--- src/pkg/analog_output_scaler_cfg.svh ---
// Constants of the analogue output scaler: levels, limits and timing counts.
// Summary of operation
// - Active current output offers off, 0-20 mA, 4-20 mA and bus-written level.
// - Passive current output offers only off, 4-20 mA and bus-written level.
// - Voltage output offers off, 0-5, 1-5, 0-10, 2-10 V and bus-written level.
// - Source select picks flow rate, batch counter or total counter as input.
// - Batch source with batching disabled drives the output to its fault level.
// - Output is lower limit plus normalised source position times range span.
// - Low scale point above high scale point gives a falling characteristic.
// - Counter scale points are plain units or thousands per source unit select.
// - Results outside the extended range clamp to its nearest border, 0.1 % steps.
// - Lower border is lower limit less its percentage, up to 99.9 or 29.9.
// - Upper border is upper limit plus its percentage, up to 19.9 or 9.9.
// - Current fault holds or goes 22.1 or 3.4 mA; 0 mA only when active.
// - Voltage fault holds or goes to 11, 5.5, 1.2, 0.6 or 0 V.
// - After the critical condition ends the scaled and clamped value returns.
// - Outside bus mode an exceeded measurement range or a disabled batch source is the critical condition.
// - In bus mode a frame gap longer than the timeout forces the fault state.
// - Frame gap timeout is 0 to 99 seconds; zero disables supervision.
// - Hold select feeds either the live value or the held peak value.
`ifndef ANALOG_OUTPUT_SCALER_CFG_SVH
`define ANALOG_OUTPUT_SCALER_CFG_SVH

// Output levels in microamps for current and millivolts for voltage.
`define AOS_LVL_0       17'h00000
`define AOS_LVL_4MA     17'h00FA0
`define AOS_LVL_20MA    17'h04E20
`define AOS_LVL_1V      17'h003E8
`define AOS_LVL_2V      17'h007D0
`define AOS_LVL_5V      17'h01388
`define AOS_LVL_10V     17'h02710
`define AOS_FLT_22_1MA  17'h05654
`define AOS_FLT_3_4MA   17'h00D48
`define AOS_FLT_11V     17'h02AF8
`define AOS_FLT_5_5V    17'h0157C
`define AOS_FLT_1_2V    17'h004B0
`define AOS_FLT_0_6V    17'h00258

// Extension percentages in tenths of a percent.
`define AOS_PCT_FULL    10'h3E8
`define AOS_LO_MAX_ACT  10'h3E7
`define AOS_LO_MAX_PAS  10'h12B
`define AOS_HI_MAX_CUR  10'h0C7
`define AOS_HI_MAX_VOL  10'h063

// Counter units and frame gap supervision.
`define AOS_KILO        32'h000003E8
`define AOS_TIMEOUT_MAX 7'h63
`define AOS_SECOND_NS   1000000000
`define AOS_CLK_NS      20
`define AOS_SEC_CYCLES  (`AOS_SECOND_NS / `AOS_CLK_NS)

`endif

--- src/pkg/analog_output_scaler_pkg.sv ---
// Types shared by the analogue output scaler modules.
package analog_output_scaler_pkg;
   typedef enum logic [2:0] {
      MODE_OFF, MODE_C0_20, MODE_C4_20, MODE_V0_5,
      MODE_V1_5, MODE_V0_10, MODE_V2_10, MODE_BUS
   } mode_t;
   typedef enum logic [1:0] {KIND_ACT_CUR, KIND_PAS_CUR, KIND_VOLT, KIND_NONE} kind_t;
   typedef enum logic [1:0] {SRC_FLOW, SRC_BATCH, SRC_TOTAL, SRC_RSVD} src_t;
   typedef enum logic [2:0] {
      FLT_KEEP_LAST_VALUE, FLT_LEVEL1, FLT_LEVEL2, FLT_LEVEL3, FLT_LEVEL4, FLT_LEVEL5,
      FLT_RSVD6, FLT_RSVD7
   } fault_t;
   typedef enum logic {ST_IDLE, ST_WAIT} state_t;
endpackage : analog_output_scaler_pkg

--- src/pkg/aos_div_if.sv ---
// Request and answer signals between the scaler and its divider.
interface aos_div_if #(
   parameter int NW = 62,
   parameter int DW = 46
);
   logic                 ce;
   logic                 start;
   logic signed [NW-1:0] numer;
   logic signed [DW-1:0] denom;
   logic                 done;
   logic signed [NW-1:0] quot;
   modport requester (output ce, output start, output numer, output denom,
                      input done, input quot);
   modport divider (input ce, input start, input numer, input denom,
                    output done, output quot);
endinterface : aos_div_if

--- src/design/analog_output_scaler.sv ---
// Analogue output scaler: source pick, linear scaling, clamping and fault override.
`include "analog_output_scaler_cfg.svh"

module analog_output_scaler #(
   parameter int VAL_W      = 32,
   parameter int SEC_CYCLES = `AOS_SEC_CYCLES
) (
   input  wire logic                    CLK,
   input  wire logic                    SYS_RST,
   input  wire logic                    CE,
   input  wire logic [1:0]              OUTPUT_KIND,
   input  wire logic [2:0]              OUTPUT_MODE_SELECT,
   input  wire logic [1:0]              SOURCE_SELECT,
   input  wire logic                    OUTPUT_HOLD_SELECT,
   input  wire logic signed [VAL_W-1:0] FLOW_VALUE,
   input  wire logic signed [VAL_W-1:0] BATCH_VALUE,
   input  wire logic signed [VAL_W-1:0] TOTAL_VALUE,
   input  wire logic signed [VAL_W-1:0] PEAK_VALUE,
   input  wire logic                    BATCH_KILO_UNITS,
   input  wire logic                    TOTAL_KILO_UNITS,
   input  wire logic                    BATCH_ENABLED,
   input  wire logic signed [VAL_W-1:0] SCALE_LOW_POINT,
   input  wire logic signed [VAL_W-1:0] SCALE_HIGH_POINT,
   input  wire logic [9:0]              LOW_EXTENSION_PCT,
   input  wire logic [9:0]              HIGH_EXTENSION_PCT,
   input  wire logic [2:0]              FAULT_OUTPUT_LEVEL,
   input  wire logic                    RANGE_EXCEEDED,
   input  wire logic                    FRAME_RECEIVED,
   input  wire logic [16:0]             BUS_LEVEL,
   input  wire logic [6:0]              FRAME_GAP_TIMEOUT,
   output logic [16:0]                  OUT_LEVEL,
   output logic                         OUT_ENABLE,
   output logic                         OUT_CRITICAL,
   output logic                         OUT_CLAMPED,
   output logic                         OUT_GAP_EXPIRED
);
   localparam int PW = VAL_W + 12;
   localparam int DW = PW + 2;
   localparam int NW = DW + 16;
   localparam int SW = $clog2(SEC_CYCLES + 1);
   localparam logic signed [PW-1:0] KILO = PW'(`AOS_KILO);

   ////////////////////////////////////////////////////////////////////////////
   // Mode decode and range limits.

   analog_output_scaler_pkg::mode_t  mode;
   analog_output_scaler_pkg::kind_t  kind;
   analog_output_scaler_pkg::src_t   src;
   analog_output_scaler_pkg::fault_t fsel;
   analog_output_scaler_pkg::state_t state;

   logic [16:0] range_lo;
   logic [16:0] range_hi;
   logic        mode_ok;
   logic        bus_mode;
   logic        output_on;

   assign mode = analog_output_scaler_pkg::mode_t'(OUTPUT_MODE_SELECT);
   assign kind = analog_output_scaler_pkg::kind_t'(OUTPUT_KIND);
   assign src  = analog_output_scaler_pkg::src_t'(SOURCE_SELECT);
   assign fsel = analog_output_scaler_pkg::fault_t'(FAULT_OUTPUT_LEVEL);

   always_comb begin
      range_lo = `AOS_LVL_0;
      range_hi = `AOS_LVL_0;
      mode_ok  = 1'b0;
      bus_mode = 1'b0;
      case (mode)
         analog_output_scaler_pkg::MODE_OFF: begin
            mode_ok = (kind != analog_output_scaler_pkg::KIND_NONE);
         end
         analog_output_scaler_pkg::MODE_C0_20: begin
            mode_ok  = (kind == analog_output_scaler_pkg::KIND_ACT_CUR);
            range_hi = `AOS_LVL_20MA;
         end
         analog_output_scaler_pkg::MODE_C4_20: begin
            mode_ok  = (kind == analog_output_scaler_pkg::KIND_ACT_CUR) ||
                       (kind == analog_output_scaler_pkg::KIND_PAS_CUR);
            range_lo = `AOS_LVL_4MA;
            range_hi = `AOS_LVL_20MA;
         end
         analog_output_scaler_pkg::MODE_V0_5: begin
            mode_ok  = (kind == analog_output_scaler_pkg::KIND_VOLT);
            range_hi = `AOS_LVL_5V;
         end
         analog_output_scaler_pkg::MODE_V1_5: begin
            mode_ok  = (kind == analog_output_scaler_pkg::KIND_VOLT);
            range_lo = `AOS_LVL_1V;
            range_hi = `AOS_LVL_5V;
         end
         analog_output_scaler_pkg::MODE_V0_10: begin
            mode_ok  = (kind == analog_output_scaler_pkg::KIND_VOLT);
            range_hi = `AOS_LVL_10V;
         end
         analog_output_scaler_pkg::MODE_V2_10: begin
            mode_ok  = (kind == analog_output_scaler_pkg::KIND_VOLT);
            range_lo = `AOS_LVL_2V;
            range_hi = `AOS_LVL_10V;
         end
         analog_output_scaler_pkg::MODE_BUS: begin
            mode_ok  = (kind != analog_output_scaler_pkg::KIND_NONE);
            bus_mode = mode_ok;
         end
         default: begin
            mode_ok = 1'b0;
         end
      endcase
   end

   // A mode that this output kind does not offer behaves as off.
   assign output_on = mode_ok && (mode != analog_output_scaler_pkg::MODE_OFF);

   ////////////////////////////////////////////////////////////////////////////
   // Extended range borders.

   logic [9:0]  lo_max;
   logic [9:0]  hi_max;
   logic [9:0]  lo_pct;
   logic [9:0]  hi_pct;
   logic [31:0] lo_ext;
   logic [31:0] hi_ext;
   logic [16:0] lo_border;
   logic [17:0] hi_border;

   assign lo_max = (kind == analog_output_scaler_pkg::KIND_PAS_CUR) ?
                   `AOS_LO_MAX_PAS : `AOS_LO_MAX_ACT;
   assign hi_max = (kind == analog_output_scaler_pkg::KIND_VOLT) ?
                   `AOS_HI_MAX_VOL : `AOS_HI_MAX_CUR;
   assign lo_pct = (LOW_EXTENSION_PCT > lo_max) ? lo_max : LOW_EXTENSION_PCT;
   assign hi_pct = (HIGH_EXTENSION_PCT > hi_max) ? hi_max : HIGH_EXTENSION_PCT;

   assign lo_ext = (32'(range_lo) * 32'(lo_pct)) / 32'(`AOS_PCT_FULL);
   assign hi_ext = (32'(range_hi) * 32'(hi_pct)) / 32'(`AOS_PCT_FULL);
   assign lo_border = range_lo - 17'(lo_ext);
   assign hi_border = 18'(range_hi) + 18'(hi_ext);

   ////////////////////////////////////////////////////////////////////////////
   // Source selection and scale points.

   logic signed [VAL_W-1:0] live_val;
   logic signed [VAL_W-1:0] src_val;
   logic                    kilo;
   logic                    batch_fault;
   logic signed [PW-1:0]    lo_pt;
   logic signed [PW-1:0]    hi_pt;
   logic signed [NW-1:0]    diff;
   logic signed [NW-1:0]    span;

   always_comb begin
      case (src)
         analog_output_scaler_pkg::SRC_BATCH: begin
            live_val = BATCH_VALUE;
            kilo     = BATCH_KILO_UNITS;
         end
         analog_output_scaler_pkg::SRC_TOTAL: begin
            live_val = TOTAL_VALUE;
            kilo     = TOTAL_KILO_UNITS;
         end
         default: begin
            live_val = FLOW_VALUE;
            kilo     = 1'b0;
         end
      endcase
   end

   assign src_val = OUTPUT_HOLD_SELECT ? PEAK_VALUE : live_val;
   assign batch_fault = (src == analog_output_scaler_pkg::SRC_BATCH) && !BATCH_ENABLED;

   assign lo_pt = kilo ? PW'(PW'(SCALE_LOW_POINT) * KILO) : PW'(SCALE_LOW_POINT);
   assign hi_pt = kilo ? PW'(PW'(SCALE_HIGH_POINT) * KILO) : PW'(SCALE_HIGH_POINT);

   // Signed differences keep a falling characteristic when the low point is higher.
   assign diff = NW'(src_val) - NW'(lo_pt);
   assign span = NW'($signed({1'b0, range_hi})) - NW'($signed({1'b0, range_lo}));

   ////////////////////////////////////////////////////////////////////////////
   // Division sequence.

   aos_div_if #(.NW(NW), .DW(DW)) div_bus ();

   logic                 start;
   logic signed [NW-1:0] numer;
   logic signed [DW-1:0] denom;

   assign div_bus.ce    = CE;
   assign div_bus.start = start;
   assign div_bus.numer = numer;
   assign div_bus.denom = denom;

   aos_divider #(
      .NW (NW),
      .DW (DW)
   ) u_div (
      .clk (CLK),
      .rst (SYS_RST),
      .dv  (div_bus)
   );

   always_ff @(posedge CLK or posedge SYS_RST) begin
      if (SYS_RST) begin
         state <= analog_output_scaler_pkg::ST_IDLE;
         start <= 1'b0;
         numer <= '0;
         denom <= '0;
      end else if (CE) begin
         case (state)
            analog_output_scaler_pkg::ST_IDLE: begin
               if (output_on && !bus_mode) begin
                  numer <= NW'(diff * span);
                  denom <= DW'(hi_pt) - DW'(lo_pt);
                  start <= 1'b1;
                  state <= analog_output_scaler_pkg::ST_WAIT;
               end
            end
            analog_output_scaler_pkg::ST_WAIT: begin
               start <= 1'b0;
               if (div_bus.done) begin
                  state <= analog_output_scaler_pkg::ST_IDLE;
               end
            end
            default: begin
               start <= 1'b0;
               state <= analog_output_scaler_pkg::ST_IDLE;
            end
         endcase
      end
   end

   ////////////////////////////////////////////////////////////////////////////
   // Offset and clamp of the quotient.

   logic signed [NW:0] raw;
   logic [16:0]        next_scaled;
   logic               next_clamped;
   logic [16:0]        scaled;
   logic               clamped;

   assign raw = (NW+1)'(div_bus.quot) + (NW+1)'($signed({1'b0, range_lo}));

   always_comb begin
      next_scaled  = 17'(raw);
      next_clamped = 1'b0;
      if (raw < (NW+1)'($signed({1'b0, lo_border}))) begin
         next_scaled  = lo_border;
         next_clamped = 1'b1;
      end else if (raw > (NW+1)'($signed({1'b0, hi_border}))) begin
         next_scaled  = 17'(hi_border);
         next_clamped = 1'b1;
      end
   end

   always_ff @(posedge CLK or posedge SYS_RST) begin
      if (SYS_RST) begin
         scaled  <= `AOS_LVL_0;
         clamped <= 1'b0;
      end else if (CE && div_bus.done) begin
         scaled  <= next_scaled;
         clamped <= next_clamped;
      end
   end

   ////////////////////////////////////////////////////////////////////////////
   // Frame gap supervision in bus mode.

   logic [SW-1:0] sub_cnt;
   logic [6:0]    sec_cnt;
   logic [6:0]    timeout;
   logic          gap_expired;

   assign timeout = (FRAME_GAP_TIMEOUT > `AOS_TIMEOUT_MAX) ?
                    `AOS_TIMEOUT_MAX : FRAME_GAP_TIMEOUT;

   always_ff @(posedge CLK or posedge SYS_RST) begin
      if (SYS_RST) begin
         sub_cnt <= '0;
         sec_cnt <= '0;
      end else if (CE) begin
         if (!bus_mode || FRAME_RECEIVED) begin
            sub_cnt <= '0;
            sec_cnt <= '0;
         end else if (sub_cnt == SW'(SEC_CYCLES - 1)) begin
            sub_cnt <= '0;
            if (sec_cnt != 7'h7F) begin
               sec_cnt <= sec_cnt + 7'h01;
            end
         end else begin
            sub_cnt <= sub_cnt + SW'(1);
         end
      end
   end

   // Counted seconds only ever reach the timeout after a whole gap has elapsed.
   always_ff @(posedge CLK or posedge SYS_RST) begin
      if (SYS_RST) begin
         gap_expired <= 1'b0;
      end else if (CE) begin
         gap_expired <= bus_mode && !FRAME_RECEIVED && (timeout != 7'h00) &&
                        (sec_cnt >= timeout);
      end
   end

   ////////////////////////////////////////////////////////////////////////////
   // Fault level and output register.

   logic        critical;
   logic        fault_keep;
   logic [16:0] fault_val;

   assign critical = bus_mode ? gap_expired
                              : (RANGE_EXCEEDED || batch_fault);

   always_comb begin
      fault_keep = 1'b0;
      fault_val  = `AOS_LVL_0;
      if (kind == analog_output_scaler_pkg::KIND_VOLT) begin
         case (fsel)
            analog_output_scaler_pkg::FLT_LEVEL1: fault_val = `AOS_FLT_11V;
            analog_output_scaler_pkg::FLT_LEVEL2: fault_val = `AOS_FLT_5_5V;
            analog_output_scaler_pkg::FLT_LEVEL3: fault_val = `AOS_FLT_1_2V;
            analog_output_scaler_pkg::FLT_LEVEL4: fault_val = `AOS_FLT_0_6V;
            analog_output_scaler_pkg::FLT_LEVEL5: fault_val = `AOS_LVL_0;
            default: fault_keep = 1'b1;
         endcase
      end else begin
         case (fsel)
            analog_output_scaler_pkg::FLT_LEVEL1: fault_val = `AOS_FLT_22_1MA;
            analog_output_scaler_pkg::FLT_LEVEL2: fault_val = `AOS_FLT_3_4MA;
            analog_output_scaler_pkg::FLT_LEVEL3: begin
               fault_keep = (kind != analog_output_scaler_pkg::KIND_ACT_CUR);
            end
            default: fault_keep = 1'b1;
         endcase
      end
   end

   always_ff @(posedge CLK or posedge SYS_RST) begin
      if (SYS_RST) begin
         OUT_LEVEL  <= `AOS_LVL_0;
         OUT_ENABLE <= 1'b0;
      end else if (CE) begin
         OUT_ENABLE <= output_on;
         if (!output_on) begin
            OUT_LEVEL <= `AOS_LVL_0;
         end else if (critical) begin
            if (!fault_keep) begin
               OUT_LEVEL <= fault_val;
            end
         end else begin
            OUT_LEVEL <= bus_mode ? BUS_LEVEL : scaled;
         end
      end
   end

   always_ff @(posedge CLK or posedge SYS_RST) begin
      if (SYS_RST) begin
         OUT_CRITICAL    <= 1'b0;
         OUT_CLAMPED     <= 1'b0;
         OUT_GAP_EXPIRED <= 1'b0;
      end else if (CE) begin
         OUT_CRITICAL    <= output_on && critical;
         OUT_CLAMPED     <= output_on && !bus_mode && clamped;
         OUT_GAP_EXPIRED <= gap_expired;
      end
   end
endmodule : analog_output_scaler

--- src/design/aos_divider.sv ---
// Sequential signed divider, one quotient bit per enabled cycle.
module aos_divider #(
   parameter int NW = 62,
   parameter int DW = 46
) (
   input wire logic clk,
   input wire logic rst,
   aos_div_if.divider dv
);
   logic [NW-1:0] quo;
   logic [DW:0]   rem;
   logic [DW-1:0] dmag;
   logic          neg;
   logic          zero;
   logic          busy;
   logic [6:0]    cnt;
   logic [DW:0]   shifted;

   assign shifted = {rem[DW-1:0], quo[NW-1]};

   always_ff @(posedge clk or posedge rst) begin
      if (rst) begin
         quo  <= '0;
         rem  <= '0;
         dmag <= '0;
         neg  <= 1'b0;
         zero <= 1'b0;
         busy <= 1'b0;
         cnt  <= '0;
      end else if (dv.ce) begin
         if (dv.start && !busy) begin
            quo  <= dv.numer[NW-1] ? NW'(-dv.numer) : dv.numer;
            dmag <= dv.denom[DW-1] ? DW'(-dv.denom) : dv.denom;
            neg  <= dv.numer[NW-1] ^ dv.denom[DW-1];
            zero <= (dv.denom == '0);
            rem  <= '0;
            cnt  <= 7'(NW);
            busy <= 1'b1;
         end else if (busy) begin
            if (shifted >= {1'b0, dmag}) begin
               rem <= shifted - {1'b0, dmag};
               quo <= {quo[NW-2:0], 1'b1};
            end else begin
               rem <= shifted;
               quo <= {quo[NW-2:0], 1'b0};
            end
            cnt <= cnt - 7'h01;
            if (cnt == 7'h01) begin
               busy <= 1'b0;
            end
         end
      end
   end

   // Answer pulse and signed result, zero for a zero divisor.
   always_ff @(posedge clk or posedge rst) begin
      if (rst) begin
         dv.done <= 1'b0;
         dv.quot <= '0;
      end else if (dv.ce) begin
         dv.done <= busy && (cnt == 7'h01);
         if (busy && (cnt == 7'h01)) begin
            if (zero) begin
               dv.quot <= '0;
            end else begin
               dv.quot <= neg ? NW'(-{quo[NW-2:0], shifted >= {1'b0, dmag}})
                              : {quo[NW-2:0], shifted >= {1'b0, dmag}};
            end
         end
      end
   end
endmodule : aos_divider

--- config.mk ---
export PLATFORM = sky130hd
export DESIGN_NAME = analog_output_scaler
export DESIGN_NICKNAME = d
export VERILOG_FILES = /design/src/pkg/analog_output_scaler_pkg.sv /design/src/pkg/aos_div_if.sv /design/src/design/analog_output_scaler.sv /design/src/design/aos_divider.sv
export VERILOG_INCLUDE_DIRS = /design/src /design/src/pkg
export SDC_FILE = /design/constraint.sdc
export NUM_CORES = 2
export LEC_CHECK = 0
export BUFFER_PORTS_ARGS = -buffer_cell sky130_fd_sc_hd__buf_2
export CELL_PAD_IN_SITES_DETAIL_PLACEMENT = 0
export CELL_PAD_IN_SITES_GLOBAL_PLACEMENT = 2
export CORE_AREA = 2 2 410 412
export CTS_BUF_LIST = sky130_fd_sc_hd__clkbuf_16
export CTS_CLUSTER_DIAMETER = 200
export DETAILED_ROUTE_END_ITERATION = 16
export DIE_AREA = 0 0 412 414
export PLACE_DENSITY_LB_ADDON = 0.15
export SLEW_MARGIN = 20
export SYNTH_ARGS = -nofsm -noshare
export SYNTH_HDL_FRONTEND = slang
export SYNTH_SLANG_ARGS = --single-unit
--- constraint.sdc ---
create_clock -name CLK -period 23.2 [get_ports CLK]
set_input_delay 4.64 -clock CLK [delete_from_list [all_inputs] [get_ports CLK]]
set_output_delay 4.64 -clock CLK [all_outputs]
set_load 0.1 [all_outputs]
==> summary.txt <==
CP Launch Type = input pin
Die Footprint = 171,000 sq um
Ranking of synthesized cells by area = fa_1 (24%), dfrtp_1 (14%), ha_1 (12%)
Clock Tree Root = clkbuf_16
Max cap viols = 0
Place WS = -1.76 ns
Crit path top cell by count = buf_6
Initial DRT Pass Iterations = 6
Vias in the first global route = 66,009
H-tree levels = 2
Pins over their slew limit = 0
Ys async rst share = 100%
Failing checks = setup timing
GR Overflow Total = 0
CP Max Fanout = 6
# nets final = 11,572
Slowest cell on crit path = fa_1
Fin Clk Skew = 0.0340 ns
HPWL after DPL = 185,000 microns
WP data arrival = 24.30 ns
Max-slew headroom = 29.8%
Post-DP Area = 83,900 sq um
Mean routed wirelength per cell = 18.9 microns
Initial antenna violation count = 7
Initial Util = 43.8%
Simple-gate share of the synthesized area = 15.5%
Synth Area in Compound Gates = 18.7%
Final Routed Wirelength = 226,000 microns
Final-report hold violation count = 0
Crit-path max cell delay = 0.56 ns
Post-synthesis mux area share = 1.49%
Largest net degree at the start of global routing = 133
Synth Warn # = 0
WS Path Type = input pin to register
Synth Instances = 8,573
Worst setup margin = -0.537 ns
Post-Synth XOR/XNOR Area = 7.14%
Global-route wire length before repair = 362,000 microns
Adder-Cell Fraction of Synth Area = 36.6%
Die span in y = 414 microns
Core Util, Final = 53.1%
Hold Path Class = register to register
Bufs on Longest Clock Path = 3
Fillers = 15,897
Rows = 150
#FFs+latches synth = 405
Number of buffers created by CTS = 50
Synthesized area = 72,800 sq um
Mapped Avg Cell Area = 8.50 sq um
RSZ-0062 raised after global routing = yes
Register area share after synthesis = 13.9%
Post-route design area = 88,300 sq um
Io pins = 276
Clock period minus worst slack = 23.74 ns
Largest family of logic cells by synthesized area = adder cells
Worst-path clk slew = 0.06 ns
Number of synthesized flops with an enable pin = 0
Via density per instance = 5.39
Worst-Skew Late Latency = 0.65 ns
Core area = 166,000 sq um
CTS sink count = 405
Top cell type's share of synthesized area = 24.4%
Final setup vio count = 18
Status = complete, but fails checks
Fin cells = 11,974
Inst Count DP = 11,737
Post-route DRC = 0
Area growth, synth to finish = 21.3%
Layout cells sized above 1 = 19.8%
Hold_buf cts = 0
Period utilisation layout = 102%
Netlist cell types = 126
Slew @ Worst Pin = 1.05 ns
Port Buf Inserts = 275
Global-route total usage across every layer = 26.4%
Most used DFF post-synth = dfrtp_1
Area of the multi-input gates = 60,100 sq um
Max Clock Freq = 0.0421 GHz
ANT nets after route = 0
Vias = 64,510
Gp weighted congestion = 0.939
Worst EP required = 23.76 ns
CTS tree = built
Largest area contributor in the synthesized netlist = fa_1
Die W = 412 microns
DRT iter0 DRCs = 3,487
Critical Path End Type = register
Register area = 10,100 sq um
timing repair:
| item | CTS | global route |
|---|---|---|
| cloned | 2 | 1 |
| gates resized for setup | 212 | 146 |
| setup buffers | 102 | 41 |
| pin swaps | 144 | 78 |
| endpoints found under the setup margin | 18 | 18 |
stage by stage:
stage | hold slack (ns) | TNS [ns]
after floorplan | 0.439 | -15.94
after global placement | 0.454 | -21.69
after detailed placement | 0.462 | -29.54
after CTS | 0.477 | -3.67
after global routing | 0.513 | -22.74
final | 0.478 | -7.55
placed cells by master, fill, tap and decap left out, types with 51 or more instances in the layout:
cell       instances
a21o_1           215
o21bai_1         102
a22oi_1           74
buf_2            273
fa_1             884
mux2i_1           53
o21ai_0          593
nand4_1           59
nor2b_1           51
inv_1            981
nor3_1           100
nor2_1           573
o31ai_1           96
ha_1             682
nand2_1         1089
nand3_1          106
xor2_1           271
buf_4           1069
a21oi_1          381
and2_1            59
dfrtp_1          403
clkbuf_16         52
xnor2_1          302
nand2b_1          93
and3_1            58
kinds of logic after synthesis:
kind of cell	count (synthesis)
and+or+nand+nor	2499
other	2
muxes	102
DFF	405
xor gates and xnor gates	593
adders and majority gates	1598
buffers and inverters	1291
AOI/OAI and AO/OA	2083
registers in the layout, indices dropped and copies added (netlist names), 7 cells and up:
register       cells
denom             45
sec_cnt            7
scaled            17
u_div.dmag        46
u_div.cnt          7
sub_cnt           26
u_div.dv.quot     62
div_bus.numer     58
u_div.quo         62
u_div.rem         46
OUT_LEVEL         17
area by class of cell:
| type | count | area share (%) |
|---|---|---|
| multi-input cells | 6894 | 68.0 |
| flip-flops and latches | 405 | 11.5 |
| repair buffers | 1381 | 11.2 |
| inverters | 994 | 4.24 |
| well taps | 2204 | 3.12 |
| clock buffers | 51 | 1.44 |
| clock inverters | 42 | 0.497 |
| diodes | 3 | 0.00850 |
per-layer routing:
| layer | up-vias | share of wire (%) | GRT usage [%] |
|---|---|---|---|
| met1 | 31547 | 45 | 35.7 |
| li1 | 31427 | - | - |
| met5 | - | 0.0049 | 0 |
| met3 | 281 | 3.5 | 1.99 |
| met2 | 1253 | 48 | 44.6 |
| met4 | 2 | 3.5 | 8.59 |
path summary, 6_finish.rpt:
kind	from	slack, ns	cells after the start	to
setup / recovery	OUTPUT_KIND[1]	-0.54	98	scaled[4]
hold / removal	u_div.dv.quot[55]	0.48	2	u_div.dv.quot[55]
setup reg to reg	u_div.dmag[1]	10.47	52	u_div.dv.quot[61]
hold reg to reg	u_div.dv.quot[55]	0.48	2	u_div.dv.quot[55]
max in group asynchronous	SYS_RST	17.83	3	OUT_LEVEL[0]
min in group asynchronous	SYS_RST	4.03	2	div_bus.numer[47]
synthesized netlist by cell type, types with 37 or more instances:
master / number
or4_1: 44
o21a_1: 39
inv_1: 981
clkbuf_1: 261
a21o_1: 216
or2_2: 44
and3_1: 65
fa_1: 889
a31oi_1: 48
nor3_1: 115
xor2_1: 276
o21bai_1: 106
o31ai_1: 103
xnor2_1: 316
nor2b_1: 59
a22oi_1: 77
mux2i_1: 63
nand3_1: 110
nand2b_1: 97
nand2_1: 1101
and2_1: 64
o21ai_0: 627
dfrtp_1: 405
o211ai_1: 44
nand4_1: 59
o41ai_1: 37
a21oi_1: 409
or3_1: 38
ha_1: 702
nor2_1: 603
worst max-delay path: cells and delay by family:
| family | cells | cell delay (ns) |
|---|---|---|
| muxes | 5 | 1.31 |
| and+or+nand+nor | 25 | 4.54 |
| xor gates and xnor gates | 2 | 0.27 |
| buffers and inverters | 15 | 1.62 |
| AOI/OAI and AO/OA | 42 | 8.59 |
| adders and majority gates | 9 | 3.26 |
Power is not shown: default switching activity piles up to over one toggle a cycle in this logic, so the estimate is an artifact.
